==> src/inc/bcm_pkg.sv <==
package bcm_pkg;
   localparam int ADDR_W = 12;
   localparam logic [11:0] PNP_ADDR_PORT = 12'h279;
   localparam logic [11:0] PAIR1_ADDR = 12'h3f0;
   localparam logic [11:0] PAIR1_DATA = 12'h3f1;
   localparam logic [11:0] PAIR2_ADDR = 12'h3bd;
   localparam logic [11:0] PAIR2_DATA = 12'h3bf;
   localparam logic [11:0] PAIR3_ADDR = 12'h370;
   localparam logic [11:0] PAIR3_DATA = 12'h371;
   localparam logic [1:0] SEL_NONE = 2'h0;
   localparam logic [1:0] SEL_PAIR1 = 2'h1;
   localparam logic [1:0] SEL_PAIR2 = 2'h2;
   localparam logic [1:0] SEL_PAIR3 = 2'h3;
   localparam logic [7:0] HDR_SEL_A = 8'h55;
   localparam logic [7:0] HDR_SEL_B = 8'haa;
   localparam logic [1:0] HDR_LAST = 2'h3;
   localparam logic [1:0] HDR_THIRD = 2'h2;
   localparam logic [7:0] KEY_INIT = 8'h6a;
   localparam logic [5:0] KEY_LEN = 6'h20;
   localparam logic [7:0] IDX_CTRL = 8'h02;
   localparam logic [7:0] IDX_UNIT = 8'h07;
   localparam logic [7:0] IDX_MULTI = 8'h22;
   localparam logic [7:0] IDX_ENABLE = 8'h23;
   localparam int CTRL_EXIT_BIT = 1;
   localparam int MULTI_LOW_BIT = 4;
   localparam int MULTI_HIGH_BIT = 5;
   localparam logic [7:0] UNIT_RST = 8'h00;
   localparam logic [7:0] ENABLE_RST = 8'h00;
   localparam logic [7:0] INDEX_RST = 8'h00;
   localparam logic [1:0] STRAP_RST = 2'h0;
   typedef enum logic [1:0] {
      ST_WAIT = 2'b00,
      ST_KEY = 2'b01,
      ST_UNLOCK = 2'b10,
      ST_CFG = 2'b11
   } bcm_state_t;
endpackage

==> src/inc/bcm_key_if.sv <==
`timescale 1ns/1ns
interface bcm_key_if;
   logic step;
   logic reload;
   logic [7:0] expected;
   logic done;
   modport ctrl (output step, output reload, input expected, input done);
   modport gen (input step, input reload, output expected, output done);
endinterface

==> src/rtl/bcm_key_key_shift_register.sv <==
`timescale 1ns/1ns
module bcm_key_key_shift_register (
   input wire logic clk,
   input wire logic rst,
   bcm_key_if.gen key
);
   logic [7:0] key_shift_register_r;
   logic [5:0] count_r;
   wire [7:0] key_shift_register_next = {key_shift_register_r[0] ^ key_shift_register_r[1], key_shift_register_r[7:1]};

   assign key.expected = key_shift_register_r;
   assign key.done = (count_r == bcm_pkg::KEY_LEN - 6'h1);

   always_ff @(posedge clk) begin
      if (rst || key.reload) begin
         key_shift_register_r <= bcm_pkg::KEY_INIT;
         count_r <= 6'h00;
      end else if (key.step) begin
         key_shift_register_r <= key_shift_register_next;
         count_r <= count_r + 6'h01;
      end
   end
endmodule

==> src/rtl/bcm_entry_top.sv <==
`timescale 1ns/1ns
// Overview of operation
// - Strap pins are inputs during reset
// - Straps latched as reset falls
// - Reset leaves normal mode, units disabled
// - Latched straps feed serial identifier bits
// - Index 22h bits must match inverted straps
// - Entry needs 32 checked key writes
// - Header bytes pick the port pair
// - Trailing 32 bytes follow the header
// - Shift register makes expected bytes
// - Mode opens all configuration registers
// - Index 07h selects the logical unit
// - Some registers settle only after exit
// - Bit 1 of index 02h exits
module bcm_entry_top #(
   parameter logic [7:0] KEY_ID0 = 8'h5a, // Arbitrary identifying byte
   parameter logic [7:0] KEY_ID1 = 8'h3c // Arbitrary identifying byte
) (
   input wire logic clk,
   input wire logic rst,
   input wire logic ce,
   input wire logic [bcm_pkg::ADDR_W-1:0] io_addr,
   input wire logic [7:0] io_wdata,
   input wire logic io_wr,
   input wire logic io_rd,
   input wire logic aen,
   output logic [7:0] host_rd_data,
   output logic host_rd_valid,
   input wire logic cfg_strap_low,
   input wire logic cfg_strap_high,
   input wire logic uart_terminal_ready_n,
   input wire logic uart_request_send_n,
   output logic port1_terminal_ready_n_o,
   output logic port1_terminal_ready_n_oe,
   output logic port1_request_send_n_o,
   output logic port1_request_send_n_oe,
   output logic [1:0] pnp_serial_lsb,
   output logic board_config_mode,
   output logic [1:0] port_pair_sel,
   output logic [7:0] logical_unit_number,
   output logic [7:0] unit_enable,
   output logic [7:0] reg_index,
   output logic [7:0] reg_wdata,
   output logic reg_wr,
   output logic reg_rd,
   input wire logic [7:0] reg_rd_data,
   output logic settled
);
   bcm_pkg::bcm_state_t state_r, state_nxt;
   logic [1:0] hdr_cnt_r, hdr_cnt_nxt;
   logic [7:0] hdr3_r, hdr3_nxt;
   logic [1:0] sel_r, sel_nxt;
   logic [7:0] index_r, index_nxt;
   logic [7:0] unit_r, unit_nxt;
   logic [7:0] enable_r, enable_nxt;
   logic settled_r, settled_nxt;
   logic [1:0] strap_r;
   logic reg_wr_r, reg_wr_nxt;
   logic reg_rd_r, reg_rd_nxt;
   logic [7:0] reg_wdata_r, reg_wdata_nxt;
   logic [7:0] rd_data_r;
   logic rd_valid_r, rd_valid_nxt;

   bcm_key_if key ();

   bcm_key_key_shift_register u_key_shift_register (
      .clk(clk),
      .rst(rst),
      .key(key)
   );

   // AEN high marks DMA cycles, which never count as configuration traffic
   wire wr_ok = ce & io_wr & ~aen;
   wire rd_ok = ce & io_rd & ~aen;
   wire [11:0] addr_port = (sel_r == bcm_pkg::SEL_PAIR1) ? bcm_pkg::PAIR1_ADDR :
                           (sel_r == bcm_pkg::SEL_PAIR2) ? bcm_pkg::PAIR2_ADDR :
                           bcm_pkg::PAIR3_ADDR;
   wire [11:0] data_port = (sel_r == bcm_pkg::SEL_PAIR1) ? bcm_pkg::PAIR1_DATA :
                           (sel_r == bcm_pkg::SEL_PAIR2) ? bcm_pkg::PAIR2_DATA :
                           bcm_pkg::PAIR3_DATA;
   wire pair_valid = (sel_r != bcm_pkg::SEL_NONE);
   wire at_pnp = (io_addr == bcm_pkg::PNP_ADDR_PORT);
   wire at_ap = pair_valid && (io_addr == addr_port);
   wire at_dp = pair_valid && (io_addr == data_port);
   wire dat_a = (io_wdata == bcm_pkg::HDR_SEL_A);
   wire dat_b = (io_wdata == bcm_pkg::HDR_SEL_B);
   wire h3_a = (hdr3_r == bcm_pkg::HDR_SEL_A);
   wire h3_b = (hdr3_r == bcm_pkg::HDR_SEL_B);
   wire hdr_ok = (hdr_cnt_r == 2'h0) ? (io_wdata == KEY_ID0) :
                 (hdr_cnt_r == 2'h1) ? (io_wdata == KEY_ID1) :
                 (hdr_cnt_r == bcm_pkg::HDR_THIRD) ? (dat_a | dat_b) :
                 ((h3_a & (dat_a | dat_b)) | (h3_b & dat_a));
   wire [1:0] sel_code = h3_b ? bcm_pkg::SEL_PAIR3 :
                         (dat_b ? bcm_pkg::SEL_PAIR2 : bcm_pkg::SEL_PAIR1);
   wire key_ok = at_ap && (io_wdata == key.expected);
   wire multi_ok = (io_wdata[bcm_pkg::MULTI_HIGH_BIT] == ~strap_r[1]) &&
                   (io_wdata[bcm_pkg::MULTI_LOW_BIT] == ~strap_r[0]);
   wire dp_wr = wr_ok & at_dp;
   wire ap_wr = wr_ok & at_ap;
   wire exit_req = dp_wr && (index_r == bcm_pkg::IDX_CTRL) && io_wdata[bcm_pkg::CTRL_EXIT_BIT];
   wire [7:0] local_rd = (index_r == bcm_pkg::IDX_UNIT) ? unit_r :
                         (index_r == bcm_pkg::IDX_ENABLE) ? enable_r : reg_rd_data;

   always_comb begin
      state_nxt = state_r;
      hdr_cnt_nxt = hdr_cnt_r;
      hdr3_nxt = hdr3_r;
      sel_nxt = sel_r;
      index_nxt = index_r;
      unit_nxt = unit_r;
      enable_nxt = enable_r;
      settled_nxt = settled_r;
      reg_wr_nxt = 1'b0;
      reg_rd_nxt = 1'b0;
      reg_wdata_nxt = reg_wdata_r;
      rd_valid_nxt = 1'b0;
      key.step = 1'b0;
      key.reload = 1'b0;
      case (state_r)
         bcm_pkg::ST_WAIT: begin
            if (wr_ok && at_pnp) begin
               if (hdr_ok) begin
                  hdr_cnt_nxt = hdr_cnt_r + 2'h1;
                  if (hdr_cnt_r == bcm_pkg::HDR_THIRD) begin
                     hdr3_nxt = io_wdata;
                  end
                  if (hdr_cnt_r == bcm_pkg::HDR_LAST) begin
                     sel_nxt = sel_code;
                     state_nxt = bcm_pkg::ST_KEY;
                  end
               end else begin
                  hdr_cnt_nxt = 2'h0;
                  sel_nxt = bcm_pkg::SEL_NONE;
                  key.reload = 1'b1;
               end
            end
         end
         bcm_pkg::ST_KEY: begin
            if (wr_ok && key_ok) begin
               if (key.done) begin
                  key.reload = 1'b1;
                  state_nxt = bcm_pkg::ST_UNLOCK;
               end else begin
                  key.step = 1'b1;
               end
            end else if (wr_ok || rd_ok) begin
               key.reload = 1'b1;
               hdr_cnt_nxt = 2'h0;
               sel_nxt = bcm_pkg::SEL_NONE;
               state_nxt = bcm_pkg::ST_WAIT;
            end
         end
         bcm_pkg::ST_UNLOCK: begin
            if (ap_wr) begin
               index_nxt = io_wdata;
            end else if (dp_wr) begin
               if ((index_r == bcm_pkg::IDX_MULTI) && multi_ok) begin
                  state_nxt = bcm_pkg::ST_CFG;
                  settled_nxt = 1'b0;
               end else begin
                  hdr_cnt_nxt = 2'h0;
                  sel_nxt = bcm_pkg::SEL_NONE;
                  state_nxt = bcm_pkg::ST_WAIT;
               end
            end
         end
         bcm_pkg::ST_CFG: begin
            if (ap_wr) begin
               index_nxt = io_wdata;
            end else if (exit_req) begin
               hdr_cnt_nxt = 2'h0;
               sel_nxt = bcm_pkg::SEL_NONE;
               settled_nxt = 1'b1;
               state_nxt = bcm_pkg::ST_WAIT;
            end else if (dp_wr && (index_r == bcm_pkg::IDX_UNIT)) begin
               unit_nxt = io_wdata;
            end else if (dp_wr && (index_r == bcm_pkg::IDX_ENABLE)) begin
               enable_nxt = io_wdata;
            end else if (dp_wr) begin
               reg_wr_nxt = 1'b1;
               reg_wdata_nxt = io_wdata;
            end else if (rd_ok && at_dp) begin
               reg_rd_nxt = 1'b1;
               rd_valid_nxt = 1'b1;
            end
         end
         default: begin
            state_nxt = bcm_pkg::ST_WAIT;
         end
      endcase
   end

   always_ff @(posedge clk) begin
      if (rst) strap_r <= {cfg_strap_high, cfg_strap_low};
   end

   always_ff @(posedge clk) begin
      if (rst) begin
         state_r <= bcm_pkg::ST_WAIT;
         hdr_cnt_r <= 2'h0;
         hdr3_r <= 8'h00;
         sel_r <= bcm_pkg::SEL_NONE;
         index_r <= bcm_pkg::INDEX_RST;
         unit_r <= bcm_pkg::UNIT_RST;
         enable_r <= bcm_pkg::ENABLE_RST;
         settled_r <= 1'b1;
         reg_wdata_r <= 8'h00;
         rd_data_r <= 8'h00;
      end else if (ce) begin
         state_r <= state_nxt;
         hdr_cnt_r <= hdr_cnt_nxt;
         hdr3_r <= hdr3_nxt;
         sel_r <= sel_nxt;
         index_r <= index_nxt;
         unit_r <= unit_nxt;
         enable_r <= enable_nxt;
         settled_r <= settled_nxt;
         reg_wdata_r <= reg_wdata_nxt;
         if (rd_valid_nxt) begin
            rd_data_r <= local_rd;
         end
      end
   end

   // Pulses drop even with ce low so a stalled cycle never repeats an access
   always_ff @(posedge clk) begin
      if (rst) begin
         reg_wr_r <= 1'b0;
         reg_rd_r <= 1'b0;
         rd_valid_r <= 1'b0;
      end else begin
         reg_wr_r <= reg_wr_nxt;
         reg_rd_r <= reg_rd_nxt;
         rd_valid_r <= rd_valid_nxt;
      end
   end

   assign port1_terminal_ready_n_oe = ~rst;
   assign port1_request_send_n_oe = ~rst;
   assign port1_terminal_ready_n_o = uart_terminal_ready_n;
   assign port1_request_send_n_o = uart_request_send_n;
   assign pnp_serial_lsb = strap_r;
   assign board_config_mode = (state_r == bcm_pkg::ST_CFG);
   assign port_pair_sel = sel_r;
   assign logical_unit_number = unit_r;
   assign unit_enable = enable_r;
   assign reg_index = index_r;
   assign reg_wdata = reg_wdata_r;
   assign reg_wr = reg_wr_r;
   assign reg_rd = reg_rd_r;
   assign host_rd_data = rd_data_r;
   assign host_rd_valid = rd_valid_r;
   assign settled = settled_r;
endmodule

==> config.mk <==
export PLATFORM = sky130hd
export DESIGN_NAME = bcm_entry_top
export DESIGN_NICKNAME = d
export VERILOG_FILES = /design/src/inc/bcm_pkg.sv /design/src/inc/bcm_key_if.sv /design/src/rtl/bcm_key_key_shift_register.sv /design/src/rtl/bcm_entry_top.sv
export SDC_FILE = /design/constraint.sdc
export NUM_CORES = 1
export LEC_CHECK = 0
export BUFFER_PORTS_ARGS = -buffer_cell sky130_fd_sc_hd__clkbuf_2
export CAP_MARGIN = 20
export CORE_ASPECT_RATIO = 0.75
export CORE_UTILIZATION = 50
export CTS_CLUSTER_DIAMETER = 30
export DETAILED_ROUTE_END_ITERATION = 8
export GPL_ROUTABILITY_DRIVEN = 0
export PLACE_DENSITY_LB_ADDON = 0.1
export SLEW_MARGIN = 10
export SYNTH_ARGS = -nofsm -noshare
export SYNTH_HDL_FRONTEND = slang
export SYNTH_HIERARCHICAL = 1
export SYNTH_SLANG_ARGS = --single-unit
==> constraint.sdc <==
create_clock -name clk -period 5.4 [get_ports clk]
set_clock_uncertainty 0.1 [all_clocks]
set_input_delay 0.54 -clock clk [delete_from_list [all_inputs] [get_ports clk]]
set_output_delay 0.54 -clock clk [all_outputs]
set_load 0.01 [all_outputs]
==> flow_metrics.py, run 1 <==
metrics = {
    "outcome": {
        "status": "complete, no violations",
    },
    "placement": {
        "io_buffers": 86,
        "dp_hpwl_mm": 6.51,
    },
    "routing": {
        "firstDrtPassIters": 5,
        "routed_wl_mm": 9.01,
        "m1WireLength_mm": 4.40,
        "viasPerCell": 5.48,
        "route.detailed.drc": 0,
        "num_vias": 3230,
        "wire_per_inst_um": 15.3,
        "top_signal_layer_used": "met4",
        "dr_wl_met3_um": 532,
        "detail-route-antenna-nets": 0,
        "route.met2.wl_mm": 3.99,
        "initialDrtViolationCount": 290,
    },
    "die": {
        "die_x_um": 101,
        "core_um2": 6960,
        "num_rows": 26,
        "die_height_um": 76.4,
        "initial_utilization": 0.530,
        "die-area_um2": 7730,
        "io_pins": 91,
    },
    "worst_setup_path": {
        "ff2ff_path_depth": 9,
        "required_ns": 5.57,
        "r2r-end": "u_key_shift_register/count_r[5]",
        "r2r_start": "port_pair_sel[1]",
        "critPathLaunchType": "flop",
        "worstPathMaxFanout": 14,
        "arrival_ns": 3.40,
        "reg2reg_slack_ns": 2.17,
        "cp-end-kind": "flop",
        "crit_type": "reg -> reg",
    },
    "global_route": {
        "grt_pass1_wl_mm": 15.0,
        "grt_max_degree": 61,
        "grt_pass1_vias": 2962,
        "grt_usage": 0.251,
        "antenna_found_initial": 0,
        "grt_overflow": 0,
    },
    "cells_and_area": {
        "layout-drive-gt1-share": 0.224,
        "fin_util": 0.610,
        "nets": 532,
        "layout_common_cells": "clkbuf_2, dfxtp_1, nor2_1",
        "area_delta_synth_final_pct": 15.1,
        "fill_cells": 682,
        "final_common_cell": "clkbuf_2",
        "num_antenna_cells": 0,
    },
    "timing": {
        "hold_viol_final": 0,
        "worst_hold_slack_ns": 0.266,
        "final_max_slew_viol_count": 0,
        "finalSetupTns_ns": 0,
        "period_share": 0.598,
        "max_freq_ghz": 0.310,
        "setup_viol": 0,
        "finalCriticalPeriod_ns": 3.23,
        "relSlewSlack": 0.439,
        "rsz0062_at_grt": "false",
        "worstMarginPinSlew_ns": 0.834,
    },
    "synthesis": {
        "synth-seq-cells": 73,
        "synth_edf_count": 2,
        "async_flop_share": 0,
        "synthSimpleGateAreaFrac": 0.257,
        "syn_avg_cell_area_um2": 8.74,
        "synth_cell_types": 52,
        "synth_fp_nets": 468,
        "syn_area_um2": 3690,
        "synth_seq_area_share": 0.401,
        "synthMuxAreaShare": 0.106,
        "synthAdderAreaFrac": 0.0271,
        "synth_top_family_by_area": "simple AND/OR/NAND/NOR gates",
        "synth_warnings": 6,
        "syn_inst": 422,
        "synth-xor-area-share": 0.0451,
        "ys.flop_type": "dfxtp_1",
        "synth_compound_area_frac": 0.109,
    },
    "clock_tree": {
        "clock_sinks": 73,
        "cts.repair.resized": 0,
        "cts_tree": "built",
        "cts.htree.levels": 3,
        "worstSkewPairLatency_ns": 0.35,
        "holdBufCountCts": 0,
        "post_cts_buffers": 0,
        "clockRootBuffer": "clkbuf_8",
        "cts_made_buffers": 9,
        "clock_path_buffers": 2,
        "path_clk_slew_ns": 0.07,
    },
    "power_and_ir_drop": {
        "max-vdd-ir-drop_mv": 0.171,
        "p_per_area_nw_per_um2": 230,
        "p_leak_nw": 1.76,
    },
    "job": {
        "cap_violations": 0,
    },
    "min_path": {
        "min_to": "pnp_serial_lsb[1]",
        "hp-start": "cfg_strap_high",
        "holdCritPathClass": "in -> reg",
        "min_path_cells": 1,
    },
}
[layout make-up]
type | count | area [um^2] | area share
inverter | 7 | 26.3 | 0.00619
clock buffer | 10 | 128 | 0.0301
timing repair buffer | 87 | 438 | 0.103
sequential | 73 | 1480 | 0.349
tap | 98 | 123 | 0.0289
clock inverter | 6 | 43.8 | 0.0103
multi-input combinational | 308 | 2010 | 0.473
[worst max path at each step]
stage	from	depth (start not counted)	endpoint	slack, ns
after floorplan	port_pair_sel[0]	9	port_pair_sel[1]	2.73
after global routing	port_pair_sel[0]	9	u_key_shift_register/count_r[5]	1.93
after global placement	aen	9	u_key_shift_register/count_r[5]	2.21
after detailed placement	aen	9	u_key_shift_register/count_r[5]	1.99
after CTS	port_pair_sel[1]	9	u_key_shift_register/count_r[5]	2.21
final	port_pair_sel[1]	9	u_key_shift_register/count_r[5]	2.17
[synth_stat cells (8+ instances only)]
cell type | number | share of area
dfxtp_1 | 71 | 0.39
nor2_1 | 61 | 0.062
nand2_1 | 44 | 0.045
mux2i_1 | 39 | 0.11
a21oi_1 | 29 | 0.039
clkbuf_1 | 18 | 0.018
xor2_1 | 12 | 0.028
buf_4 | 11 | 0.022
or3_1 | 10 | 0.017
nand3_1 | 9 | 0.012
ha_1 | 8 | 0.027
o22ai_1 | 8 | 0.014
[state kept, by name, summed over array words and instances, names as in the netlist, 6 cells and up]
name and cells:
unit_enable 8, logical_unit_number 8, host_rd_data 8, reg_wdata 8, u_key_shift_register/key.expected 8, hdr3_r 8, reg_index 8, u_key_shift_register/count_r 6
[metrics by stage]
step           cell area (um^2)  total power [W]  cells  worst slack [ns]
2_1_floorplan              3690         0.000587    422              2.73
3_3_place_gp               4080         0.000609    573              2.21
3_5_place_dp               4080         0.000610    573              1.99
4_1_cts                    4250         0.000985    589              2.21
5_1_grt                    4250          0.00101    589              1.93
6_report                   4250         0.000976    589              2.17
[cells by family (layout without fill, tap and decap cells)]
group | Yosys count | in the layout
XOR/XNOR | 19 | 19
flip-flops | 73 | 73
multiplexers | 39 | 39
adder cells (fa/ha/maj) | 8 | 8
AO/OA/AOI/OAI | 59 | 59
AND/OR/NAND/NOR | 183 | 183
buffers and inverters | 41 | 110
[routing by layer]
layer,vias up,GRT usage
met5,-,0
met2,113,0.378
met1,1518,0.348
met3,10,0.0651
met4,0,0.0812
li1,1589,-
[power by group]
group           total, W  switching (W)  internal, W
Clock           0.000379       0.000211     0.000168
Combinational  0.0000543      0.0000340    0.0000203
Sequential      0.000543     0.00000140     0.000542
Total           0.000976       0.000246     0.000730
[worst max-delay path, cell delays in order (launching register included)]
cell     delay (ns)
dfxtp_1        0.38
inv_1          0.09
ha_1           0.29
xnor2_1        0.21
nand3_1        0.15
nor4_1         0.41
and3_1         0.68
nand4_1        0.27
or3_1          0.41
a21oi_1        0.15
No activity file was read; power rests on OpenSTA's default activity.
==> run 2, diff against run 1 <==
Settings changed: CORE_UTILIZATION 50 to 48.
Clock period 5.4 ns to 2.86 ns, I/O delays scaled along.
==> run 2 against run 1 <==
First-iteration DRC count down 27%; clock-buffer cell count increased by 3; worst hold slack worse by 0.23 ns; power is 120% higher; sequential cell count stayed put; combinational power grew 100%; register-to-register slack got worse by 2.0 ns; core utilization fell by 0.22 points; critical path type unchanged; largest cell class unchanged.
==> flow_metrics.py, run 2 (synthesis gave the netlist of run 1 again) <==
metrics = {
    "outcome": {
        "status": "complete, no violations",
    },
    "timing": {
        "period_share": 0.942,
        "rsz0062_at_grt": "false",
        "final_max_slew_viol_count": 0,
        "max_freq_ghz": 0.371,
        "worst_slack_ns": 0.167,
        "finalCriticalPeriod_ns": 2.69,
        "hold_viol_final": 0,
        "worst_hold_slack_ns": 0.0349,
        "relSlewSlack": 0.498,
        "setup_viol": 0,
        "finalSetupTns_ns": 0,
        "worstMarginPinSlew_ns": 0.752,
    },
    "cells_and_area": {
        "regArea_um2": 1480,
        "multiInputGateArea_um2": 2050,
        "nets": 548,
        "fill_cells": 680,
        "num_antenna_cells": 0,
        "layout_common_cells": "clkbuf_2, dfxtp_1, nor2_1",
        "area_delta_synth_final_pct": 21.9,
        "final_common_cell": "clkbuf_2",
        "layout-drive-gt1-share": 0.264,
        "fin_cells": 608,
    },
    "worst_setup_path": {
        "crit_path_start": "port_pair_sel[0]",
        "reg2reg_slack_ns": 0.17,
        "cp-end-kind": "flop",
        "critPathLaunchType": "flop",
        "crit_end": "port_pair_sel[1]",
        "crit_family": "compound AO/OA/AOI/OAI gates",
        "ff2ff_path_depth": 10,
        "crit_type": "reg -> reg",
        "required_ns": 2.96,
        "r2r_start": "port_pair_sel[0]",
        "path_depth": 10,
        "critPathMaxStageDelay_ns": 0.51,
        "path_cells": "inv_2, ha_1, xor2_2, nand3_2, or4_4, a211o_1, a211oi_4, buf_6, a2bb2oi_1, a21oi_1",
        "arrival_ns": 2.79,
        "worstPathMaxFanout": 9,
        "r2r-end": "port_pair_sel[1]",
        "worst-path-buf-inv": 2,
        "cp_slowest_cell": "or4_4",
    },
    "die": {
        "io_pins": 91,
        "num_rows": 27,
        "core_um2": 7400,
        "initial_utilization": 0.499,
        "die-area_um2": 8050,
        "die_height_um": 77.9,
        "die_x_um": 103,
    },
    "power_and_ir_drop": {
        "power_w": 0.00212,
        "p_leak_nw": 1.89,
        "p_per_area_nw_per_um2": 471,
        "max-vdd-ir-drop_mv": 0.371,
    },
    "clock_tree": {
        "cts_tree": "built",
        "clock_path_buffers": 2,
        "clock_sinks": 73,
        "cts_made_buffers": 9,
        "path_clk_slew_ns": 0.07,
        "cts.htree.levels": 3,
        "worstSkewPairLatency_ns": 0.36,
        "clockRootBuffer": "clkbuf_8",
    },
    "global_route": {
        "grt_pass1_wl_mm": 14.9,
        "grt_overflow": 0,
        "grt_usage": 0.246,
        "antenna_found_initial": 0,
        "grt_max_degree": 36,
        "grt_pass1_vias": 2864,
    },
    "routing": {
        "detail-route-antenna-nets": 0,
        "num_vias": 3221,
        "routed_wl_mm": 9.23,
        "viasPerCell": 5.30,
        "initialDrtViolationCount": 213,
        "firstDrtPassIters": 4,
        "wire_per_inst_um": 15.2,
        "route.detailed.drc": 0,
    },
    "placement": {
        "dp_slack_ns": -0.0203,
        "io_buffers": 86,
        "dp_hpwl_mm": 6.70,
        "dp.cells": 590,
    },
    "job": {
        "cap_violations": 0,
    },
    "min_path": {
        "hp-start": "cfg_strap_high",
        "holdCritPathClass": "in -> reg",
    },
}
-- run 2: cell types whose count changed in the layout (fill, tap and decap cells not counted), moves of 2 or more --
cell,change
clkbuf_8,+2
bufinv_16,+2
buf_4,+14
clkinv_2,-2
ha_1,-2
-- run 2: area by class of cell --
cell class | count | area share
inverters | 7 | 0.00584
well taps | 101 | 0.0281
repair buffers | 103 | 0.125
clock buffers | 13 | 0.0401
flip-flops and latches | 73 | 0.330
multi-input cells | 308 | 0.455
clock inverters | 3 | 0.0153
-- run 2: worst min path at each step --
stage                         to  slack, ns  depth (start not counted)
2_1_floorplan  pnp_serial_lsb[0]       0.28                          0
4_1_cts        pnp_serial_lsb[0]      0.007                          1
3_5_place_dp     host_rd_data[6]       0.35                          2
5_1_grt        pnp_serial_lsb[1]       0.02                          1
3_3_place_gp     host_rd_data[4]       0.34                          2
6_report       pnp_serial_lsb[1]       0.03                          1
-- run 2: per-stage QoR --
stage	area, um^2	utilization
after floorplan	3690	-
after global placement	4180	0.566
after detailed placement	4180	0.566
after CTS	4450	0.602
after global routing	4500	0.608
final	4500	0.608
-- run 2: layer usage --
metal  vias up  part of all wire  global-route usage
li1       1624                 -                   -
met1      1489              0.49               0.356
met2        96              0.43               0.356
met3        12             0.060              0.0649
met4         0             0.016              0.0718
met5         -                 0                   0
-- run 2: timing repair --
action	4_1_cts	5_1_grt
endpoints found under the setup margin	4	22
gates resized for setup	2	8
setup buffers	1	0
pin swaps	1	2
hold endpoints to repair	0	1
hold buffers	0	1
-- run 2: power by group --
part	switching, W	internal (W)	total [W]	leakage (nW)
logic	0.0000673	0.0000424	0.000110	1.17
clock network	0.000391	0.000594	0.000985	0.125
registers	0.00000247	0.00102	0.00103	0.592
total	0.000461	0.00166	0.00212	1.89
